File: config.mk
export PLATFORM = sky130hd
export DESIGN_NAME = spcs_top
export DESIGN_NICKNAME = d
export VERILOG_FILES = /design/src/hdl/spcs_pkg.sv /design/src/hdl/spcs_edge_sync.sv /design/src/hdl/spcs_top.sv
export SDC_FILE = /design/constraint.sdc
export NUM_CORES = 1
export LEC_CHECK = 0
export BUFFER_PORTS_ARGS = -buffer_cell sky130_fd_sc_hd__buf_4
export CAP_MARGIN = 20
export CORE_MARGIN = 2
export CORE_UTILIZATION = 56
export CTS_CLUSTER_DIAMETER = 80
export DETAILED_ROUTE_END_ITERATION = 8
export PLACE_DENSITY = 0.79
export SYNTH_ARGS = -nofsm -noshare
export SYNTH_HDL_FRONTEND = slang
export SYNTH_HIERARCHICAL = 1
export SYNTH_SLANG_ARGS = --single-unit
export TNS_END_PERCENT = 100
File: constraint.sdc
create_clock -name sys_clk -period 3.9 [get_ports sys_clk]
set_input_delay 0.195 -clock sys_clk [delete_from_list [all_inputs] [get_ports sys_clk]]
set_output_delay 0.195 -clock sys_clk [all_outputs]
set_load 0.1 [all_outputs]
File: src/hdl/spcs_pkg.sv
// Behaviour
// [RL1] Transmit clock out at ref rate or double
// [RL2] Full rate: true/complement clocks, data on rise
// [RL3] Half rate: clocks at half rate, both edges
// [RL4] Self-test status on data bits 1:0
// [RL5] Self-test flag valid only when control is 10
// [RL6] Powered-down flag high when both reclock enables off
// [RL7] Half-rate transmit inputs sampled on both edges
// [RL8] Half-rate transmit status on both edges
// [RL9] Recovered clock runs continuously at selected rate; code moves it only on characters
// [RL10] Host decodes flag plus bits 1:0 jointly
package spcs_pkg;
  localparam int DATA_W = 10;
  localparam int STAT_W = 2;
  localparam logic [1:0] SELFTEST_REPORT = 2'h2;
  localparam logic [1:0] SELFTEST_OFF = 2'h0;
  localparam logic [STAT_W-1:0] STAT_IDLE = 2'h0;
  localparam logic [STAT_W-1:0] STAT_PASS = 2'h1;
  localparam logic [STAT_W-1:0] STAT_ERR = 2'h2;
  localparam logic [STAT_W-1:0] STAT_RUN = 2'h3;
  localparam logic [8:0] PATTERN_LEN = 9'h1FF;
  localparam logic [8:0] PATTERN_SEED = 9'h1FF;
  localparam logic [3:0] REG_STATUS = 4'h0;
  localparam logic [3:0] REG_MASK = 4'h1;
  localparam logic [3:0] REG_STATE = 4'h2;
  localparam int REF_CNT_W = 8;
  localparam logic [REF_CNT_W-1:0] REF_CNT_MAX = 8'hFF;
  localparam logic [REF_CNT_W-1:0] REF_CNT_STEP = 8'h01;
  typedef enum logic [1:0] {
    SPCS_RX_LOW = 2'b00,
    SPCS_RX_HIGH = 2'b01
  } spcs_phase_type;
endpackage

File: src/hdl/spcs_edge_sync.sv
`timescale 1ns/1ps
module spcs_edge_sync (
  input wire logic sys_clk,
  input wire logic rstn,
  input wire logic async_in,
  output logic level,
  output logic rise,
  output logic fall
);
  logic meta_reg;
  logic sync_reg;
  logic last_reg;
  always_ff @(posedge sys_clk) begin
    if (!rstn) begin
      meta_reg <= 1'b0;
      sync_reg <= 1'b0;
      last_reg <= 1'b0;
    end else begin
      meta_reg <= async_in;
      sync_reg <= meta_reg;
      last_reg <= sync_reg;
    end
  end
  assign level = sync_reg;
  assign rise = sync_reg & ~last_reg;
  assign fall = ~sync_reg & last_reg;
endmodule

File: src/hdl/spcs_top.sv
`timescale 1ns/1ps
module spcs_top (
  input wire logic sys_clk,
  input wire logic rstn,
  input wire logic tx_reference_clock,
  input wire logic tx_rate_select,
  input wire logic tx_half_rate,
  input wire logic [spcs_pkg::DATA_W-1:0] tx_parallel_data,
  input wire logic tx_event,
  input wire logic rx_char_strobe,
  input wire logic [spcs_pkg::DATA_W-1:0] rx_char_data,
  input wire logic rx_rate_select,
  input wire logic [1:0] rx_selftest_control,
  input wire logic reclock_out1_enable,
  input wire logic reclock_out2_enable,
  input wire logic [3:0] reg_addr,
  input wire logic [15:0] reg_wdata,
  input wire logic reg_wr,
  input wire logic reg_rd,
  output logic [15:0] reg_rdata,
  output logic irq,
  output logic tx_clock_out,
  output logic [spcs_pkg::DATA_W-1:0] tx_captured_data,
  output logic tx_status,
  output logic rx_recovered_clock,
  output logic rx_recovered_clock_n,
  output logic [spcs_pkg::DATA_W-1:0] rx_parallel_data,
  output logic rx_selftest_flag,
  output logic reclock_powered_down
);
  logic ref_level;
  logic ref_rise;
  logic ref_fall;
  logic [spcs_pkg::DATA_W-1:0] txd_meta_reg;
  logic [spcs_pkg::DATA_W-1:0] txd_sync_reg;
  logic [4:0] pin_meta_reg;
  logic [4:0] pin_sync_reg;
  logic txr_s;
  logic txh_s;
  logic txe_s;
  logic rxr_s;
  logic rxs_s;
  logic [1:0] ctl_meta_reg;
  logic [1:0] ctl_sync_reg;
  logic [spcs_pkg::DATA_W-1:0] rxc_meta_reg;
  logic [spcs_pkg::DATA_W-1:0] rxc_sync_reg;
  logic [1:0] roe_meta_reg;
  logic [1:0] roe_sync_reg;
  logic rxs_last_reg;
  logic char_take;
  logic tx_edge;
  logic rx_half_reg;
  spcs_pkg::spcs_phase_type rx_phase_reg;
  logic [8:0] lfsr_reg;
  logic [8:0] lfsr_next;
  logic [8:0] bist_cnt_reg;
  logic bist_err_reg;
  logic [spcs_pkg::STAT_W-1:0] bist_stat_next;
  logic [2:0] status_reg;
  logic [2:0] mask_reg;
  logic [2:0] event_set;
  logic pd_last_reg;
  logic [spcs_pkg::REF_CNT_W-1:0] ref_cnt_reg;
  logic [spcs_pkg::REF_CNT_W-1:0] ref_span_reg;

  spcs_edge_sync u_ref_sync (
    .sys_clk(sys_clk),
    .rstn(rstn),
    .async_in(tx_reference_clock),
    .level(ref_level),
    .rise(ref_rise),
    .fall(ref_fall)
  );

  // Two-stage synchronisers for every pin input except the register bus
  always_ff @(posedge sys_clk) begin
    if (!rstn) begin
      txd_meta_reg <= '0;
      txd_sync_reg <= '0;
      pin_meta_reg <= '0;
      pin_sync_reg <= '0;
      ctl_meta_reg <= '0;
      ctl_sync_reg <= '0;
      rxc_meta_reg <= '0;
      rxc_sync_reg <= '0;
      // Enables idle high; zero would fake a power-down entry
      roe_meta_reg <= '1;
      roe_sync_reg <= '1;
    end else begin
      txd_meta_reg <= tx_parallel_data;
      txd_sync_reg <= txd_meta_reg;
      pin_meta_reg <= {tx_rate_select, tx_half_rate, tx_event,
                       rx_rate_select, rx_char_strobe};
      pin_sync_reg <= pin_meta_reg;
      ctl_meta_reg <= rx_selftest_control;
      ctl_sync_reg <= ctl_meta_reg;
      rxc_meta_reg <= rx_char_data;
      rxc_sync_reg <= rxc_meta_reg;
      roe_meta_reg <= {reclock_out2_enable, reclock_out1_enable};
      roe_sync_reg <= roe_meta_reg;
    end
  end
  assign txr_s = pin_sync_reg[4];
  assign txh_s = pin_sync_reg[3];
  assign txe_s = pin_sync_reg[2];
  assign rxr_s = pin_sync_reg[1];
  assign rxs_s = pin_sync_reg[0];

  // Reference half period less one, in sys_clk cycles, measured continuously
  always_ff @(posedge sys_clk) begin
    if (!rstn) begin
      ref_cnt_reg <= '0;
      ref_span_reg <= '0;
    end else if (ref_rise | ref_fall) begin
      ref_cnt_reg <= '0;
      ref_span_reg <= ref_cnt_reg;
    end else if (ref_cnt_reg != spcs_pkg::REF_CNT_MAX) begin
      ref_cnt_reg <= ref_cnt_reg + spcs_pkg::REF_CNT_STEP;
    end
  end

  // Doubled clock: one pulse per reference edge, low at mid span.
  // Only as fine as sys_clk, so duty is uneven for even spans.
  always_ff @(posedge sys_clk) begin
    if (!rstn) begin
      tx_clock_out <= 1'b0;
    end else if (txr_s) begin
      if (ref_rise | ref_fall) begin
        tx_clock_out <= 1'b1; // [RL1]
      end else if (ref_cnt_reg == (ref_span_reg >> 1)) begin
        tx_clock_out <= 1'b0; // [RL1]
      end
    end else begin
      tx_clock_out <= ref_level; // [RL1]
    end
  end

  // Half-rate: capture and status change on both reference edges
  assign tx_edge = txh_s ? (ref_rise | ref_fall) : ref_rise; // [RL7]
  always_ff @(posedge sys_clk) begin
    if (!rstn) begin
      tx_captured_data <= '0;
      tx_status <= 1'b0;
    end else if (tx_edge) begin
      tx_captured_data <= txd_sync_reg; // [RL7]
      tx_status <= txe_s; // [RL8]
    end
  end

  // Recovered clock: one toggle per character in half rate,
  // a full period per character in full rate.
  assign char_take = rxs_s & ~rxs_last_reg;
  always_ff @(posedge sys_clk) begin
    if (!rstn) begin
      rxs_last_reg <= 1'b0;
      rx_half_reg <= 1'b0;
      rx_phase_reg <= spcs_pkg::SPCS_RX_LOW;
      rx_recovered_clock <= 1'b0;
      rx_recovered_clock_n <= 1'b1;
    end else begin
      rxs_last_reg <= rxs_s;
      if (char_take) begin
        rx_half_reg <= ~rxr_s;
      end
      unique case (rx_phase_reg)
        spcs_pkg::SPCS_RX_LOW: begin
          if (char_take) begin
            rx_phase_reg <= spcs_pkg::SPCS_RX_HIGH; // [RL9]
            rx_recovered_clock <= 1'b1; // [RL2] [RL3]
            rx_recovered_clock_n <= 1'b0;
          end
        end
        spcs_pkg::SPCS_RX_HIGH: begin
          // Full rate drops mid-character; half rate waits a char
          if (rx_half_reg ? char_take : ~rxs_s) begin
            rx_phase_reg <= spcs_pkg::SPCS_RX_LOW; // [RL9]
            rx_recovered_clock <= 1'b0; // [RL2] [RL3]
            rx_recovered_clock_n <= 1'b1;
          end
        end
        default: begin
          // Stray code: park low rather than hang the clock
          rx_phase_reg <= spcs_pkg::SPCS_RX_LOW;
          rx_recovered_clock <= 1'b0;
          rx_recovered_clock_n <= 1'b1;
        end
      endcase
    end
  end

  // Self-test receiver: 9-bit pattern check over the low bits
  assign lfsr_next = {lfsr_reg[7:0], lfsr_reg[8] ^ lfsr_reg[4]};
  always_comb begin
    bist_stat_next = spcs_pkg::STAT_RUN;
    if (bist_err_reg) begin
      bist_stat_next = spcs_pkg::STAT_ERR;
    end else if (bist_cnt_reg == spcs_pkg::PATTERN_LEN) begin
      bist_stat_next = spcs_pkg::STAT_PASS;
    end
  end
  always_ff @(posedge sys_clk) begin
    if (!rstn) begin
      lfsr_reg <= spcs_pkg::PATTERN_SEED;
      bist_cnt_reg <= '0;
      bist_err_reg <= 1'b0;
    end else if (ctl_sync_reg == spcs_pkg::SELFTEST_OFF) begin
      lfsr_reg <= spcs_pkg::PATTERN_SEED;
      bist_cnt_reg <= '0;
      bist_err_reg <= 1'b0;
    end else if (char_take) begin
      lfsr_reg <= lfsr_next;
      bist_cnt_reg <= (bist_cnt_reg == spcs_pkg::PATTERN_LEN) ?
                      9'h000 : bist_cnt_reg + 9'h001;
      if (rxc_sync_reg[8:0] != lfsr_reg) begin
        bist_err_reg <= 1'b1;
      end
    end
  end

  // Data updates only with the character, so it follows clock edges
  always_ff @(posedge sys_clk) begin
    if (!rstn) begin
      rx_parallel_data <= '0;
      rx_selftest_flag <= 1'b0;
    end else if (char_take) begin
      if (ctl_sync_reg != spcs_pkg::SELFTEST_OFF) begin
        // Upper bits left as received; host ignores them
        rx_parallel_data <= {rxc_sync_reg[9:2], bist_stat_next}; // [RL4]
        rx_selftest_flag <= (ctl_sync_reg == spcs_pkg::SELFTEST_REPORT)
                            & bist_err_reg; // [RL5] [RL10]
      end else begin
        rx_parallel_data <= rxc_sync_reg; // [RL2] [RL3]
        rx_selftest_flag <= 1'b0; // [RL5]
      end
    end
  end

  always_ff @(posedge sys_clk) begin
    if (!rstn) begin
      reclock_powered_down <= 1'b0;
      pd_last_reg <= 1'b0;
    end else begin
      reclock_powered_down <= (roe_sync_reg == 2'h0); // [RL6]
      pd_last_reg <= reclock_powered_down;
    end
  end

  // Events: powered-down entry, self-test error, self-test pass
  assign event_set = {reclock_powered_down & ~pd_last_reg,
                      char_take & bist_err_reg,
                      char_take & (bist_stat_next == spcs_pkg::STAT_PASS)
                      & (ctl_sync_reg != spcs_pkg::SELFTEST_OFF)};

  // Mask only gates irq; status keeps latching
  always_ff @(posedge sys_clk) begin
    if (!rstn) begin
      mask_reg <= '0;
    end else if (reg_wr && reg_addr == spcs_pkg::REG_MASK) begin
      mask_reg <= reg_wdata[2:0];
    end
  end

  // Set beats a same-cycle write-one clear
  always_ff @(posedge sys_clk) begin
    if (!rstn) begin
      status_reg <= '0;
    end else if (reg_wr && reg_addr == spcs_pkg::REG_STATUS) begin
      status_reg <= (status_reg & ~reg_wdata[2:0]) | event_set;
    end else begin
      status_reg <= status_reg | event_set;
    end
  end

  // Level interrupt, registered so the pin never glitches
  always_ff @(posedge sys_clk) begin
    if (!rstn) begin
      irq <= 1'b0;
    end else begin
      irq <= |(status_reg & mask_reg);
    end
  end

  // Zero outside the answer cycle so stale reads never linger
  always_ff @(posedge sys_clk) begin
    if (!rstn) begin
      reg_rdata <= '0;
    end else if (reg_rd) begin
      unique case (reg_addr)
        spcs_pkg::REG_STATUS: reg_rdata <= {13'h0000, status_reg};
        spcs_pkg::REG_MASK: reg_rdata <= {13'h0000, mask_reg};
        spcs_pkg::REG_STATE: begin
          reg_rdata <= {11'h000, bist_err_reg, reclock_powered_down,
                        rx_half_reg, tx_clock_out, txr_s};
        end
        default: reg_rdata <= '0;
      endcase
    end else begin
      reg_rdata <= '0;
    end
  end
endmodule

==> results.md <==
* Clk root buf: clkbuf_8
* Worst Hold Depth at 3
* Area taken by flip-flops and latches at 0.00272 mm^2
* DRT Pass-1 Iters at 4
* Fmax at 555 MHz
* Std cell rows at 34
* Worst hold path class: input pin to flip-flop
* Worst setup EP type: flip-flop
* N_diodes at 0
* Top cell type's share of synthesized area at 0.552
* HPWL Detailed at 5880 um
* Number of global-route vias before repair at 3677
* Outcome: completed
* Num ports at 97
* Largest net degree at the start of global routing at 111
* Vias at 3682
* Yosys warns at 6
* Inserted Clock Buffers at 17
* Routed Antenna Nets at 0
* CTS tree: done
* Post-CTS setup buffers at 0
* Fin Clk Skew at 0.00966 ns
* Ys async rst share at 0
* Critical path arrival at 2.18 ns
* Final min period at 1.80 ns
* Iter 0 DRT Violations at 184
* CTS Sinks at 136
* Synthesis-stage register bit count at 136
* DIE HEIGHT at 97.8 um
* Max-Cap Viols at 0
* Startpoint types: flip-flop
* CTS Buffer Depth at 2
* Initial antenna violation count at 0
* Max Slew Vio Count at 0
* CP Launch Point: pin_sync_reg[0]$_SDFF_PN0_
* PwrDens at 519 mW/mm^2
* Routability cong. at 0.769
* Sequential area share after synthesis at 0.552
* IO buf count at 72
* Syn avg cell area at 9.54 um^2
* Skew-Pair Late Insertion Delay at 0.50 ns
* Pint at 2.56 mW
* Footprint of the multi-input gates at 0.00203 mm^2
* Clock share of power at 0.492
* Post-synth EDFFs at 0
* Post-synth cell types at 47
* Crit path kind: flip-flop to flip-flop
* Peak VDD IR at 346 uV
* Final Hold Vio Count at 0
* Min-delay src: reg_wdata[2]
* Crit Path Max Fanout at 31
* Final cell count without fillers at 735
* Ys flop type: dfxtp_1
* Synthesized area at 0.00493 mm^2
* Vias/cell at 5.01
* Post-route DRC at 0
* Post-Place Cells at 670
* Htree depth at 4
* Comb power frac at 0.071
* Post-route clock period utilization at 0.462
* CTS clk-pin slew, worst paths at 0.06 ns
* Avg WL per Cell at 13.2 um
* Total Power at 3.32 mW
* Remaining global-route overflow at 0
* Endpoints failing setup at 0
* Net Sw Power at 0.756 mW
* Core Region at 0.00864 mm^2
* Layout cell share with drive strength beyond 1 at 0.182
* CTS Hold Buffers Added at 32
* Yosys top cell by area: dfxtp_1
* WP data required at 4.28 ns
* Final TNS setup at 0 ns
* Fin util at 0.741
* Synth top area cells: dfxtp_1 55%, and2_1 7.4%, nand2_1 7.3%
* Syn-to-layout area delta at 29.8%
* Wire length of the first global-routing pass at 16300 um
* Layout Nets at 671
* RSZ-0062 raised after global routing: false
* Mapped Cells at 517
* CTS-repair resized insts at 0
* Leakage at 2.59 nW
* Die area at 0.00957 mm^2
* Slew margin rel. at 0.329
* Sw Share at 0.228
* FILL cells at 591
* Die width at 97.8 um
* Reg-to-reg critical path startpoint: pin_sync_reg[0]$_SDFF_PN0_
* All-Layer GR Usage at 0.210
* Initial Util at 0.571
* DRT Wirelength at 9710 um
* Reg2Reg Depth at 4
* Register share of total power at 0.437
* Worst Tran Pin Value at 1.01 ns
[metal layers]
metal | global-route usage | vias up | routed length (um)
li1 | - | 1872 | -
met1 | 0.245 | 1704 | 4230
met3 | 0.0465 | 10 | 332
met5 | 0 | - | 0
met2 | 0.374 | 96 | 5020
met4 | 0.0833 | 0 | 132
[stage by stage]
step / hold WS, ns / setup WS, ns / area [um^2]
after floorplan: 0.296 / 2.48 / 4970
after global placement: 0.373 / 2.08 / 5440
after detailed placement: 0.382 / 2.01 / 5440
after CTS: 0.00859 / 2.09 / 6370
after global routing: 0.0347 / 1.91 / 6400
final: 0.0218 / 2.10 / 6400
[cells in the final DEF (no fill, tap or decap), types with 3 or more instances in the layout]
| master | n |
|---|---|
| ha_1 | 3 |
| dfxtp_1 | 136 |
| xnor2_1 | 17 |
| conb_1 | 11 |
| xor2_1 | 9 |
| bufinv_16 | 4 |
| buf_4 | 72 |
| a21oi_1 | 11 |
| nor2b_1 | 7 |
| and2_1 | 58 |
| nor2_1 | 23 |
| o21ai_0 | 8 |
| o211ai_1 | 4 |
| a21boi_0 | 30 |
| mux2i_1 | 4 |
| nor3_1 | 4 |
| a21boi_1 | 3 |
| nand2b_1 | 5 |
| clkbuf_16 | 16 |
| nand3_1 | 23 |
| inv_6 | 3 |
| nand4_1 | 6 |
| clkinvlp_4 | 3 |
| nand2_1 | 96 |
| dlygate4sd3_1 | 32 |
| inv_1 | 3 |
[final timing paths]
kind                                  end  slack, ns
max          bist_cnt_reg[4]$_SDFFE_PP0N_       2.10
min              mask_reg[2]$_SDFFE_PN0P_       0.02
max reg2reg  bist_cnt_reg[4]$_SDFFE_PP0N_       2.10
min reg2reg    roe_sync_reg[0]$_SDFF_PN1_       0.40
[kinds of logic after synthesis]
kind of cell | share of synthesized area
flops | 0.552
xor+xnor | 0.0462
simple gates | 0.247
buf+inv | 0.0439
fa+ha+maj | 0.00761
other cells | 0.000760
compound gates | 0.0947
mux | 0.00812
[power groups by stage]
stage	sequential, mW	combinational [mW]	clock, mW
2_1_floorplan	1.50	0.136	0
6_report	1.45	0.237	1.63
5_1_grt	1.45	0.254	1.72
4_1_cts	1.45	0.234	1.65
3_3_place_gp	1.48	0.203	0
3_5_place_dp	1.48	0.207	0
[synthesized netlist by cell type, types with 3 or more instances]
library cell,n
a21boi_0,30
a21boi_1,3
a21oi_1,11
and2_1,58
buf_2,11
buf_4,14
clkbuf_1,12
dfxtp_1,136
ha_1,3
inv_1,3
mux2i_1,4
nand2_1,96
nand2b_1,5
nand3_1,23
nand4_1,6
nor2_1,23
nor2b_1,7
nor3_1,4
o211ai_1,4
o21ai_0,8
xnor2_1,17
xor2_1,9
[final cells by class]
class                   count  share of cell area
multi-input cells         351               0.317
flip-flops and latches    136               0.425
well taps                 108              0.0211
clock inverters            14              0.0307
repair buffers            105               0.139
inverters                   3             0.00176
clock buffers              18              0.0653
[critical path, stage by stage (launching register included)]
cell     delay, ns
dfxtp_1       0.40
and2b_1       0.82
nand4_1       0.22
xor2_1        0.19
nor2_1        0.06
Note: power is estimated with default switching activity, not from simulation.
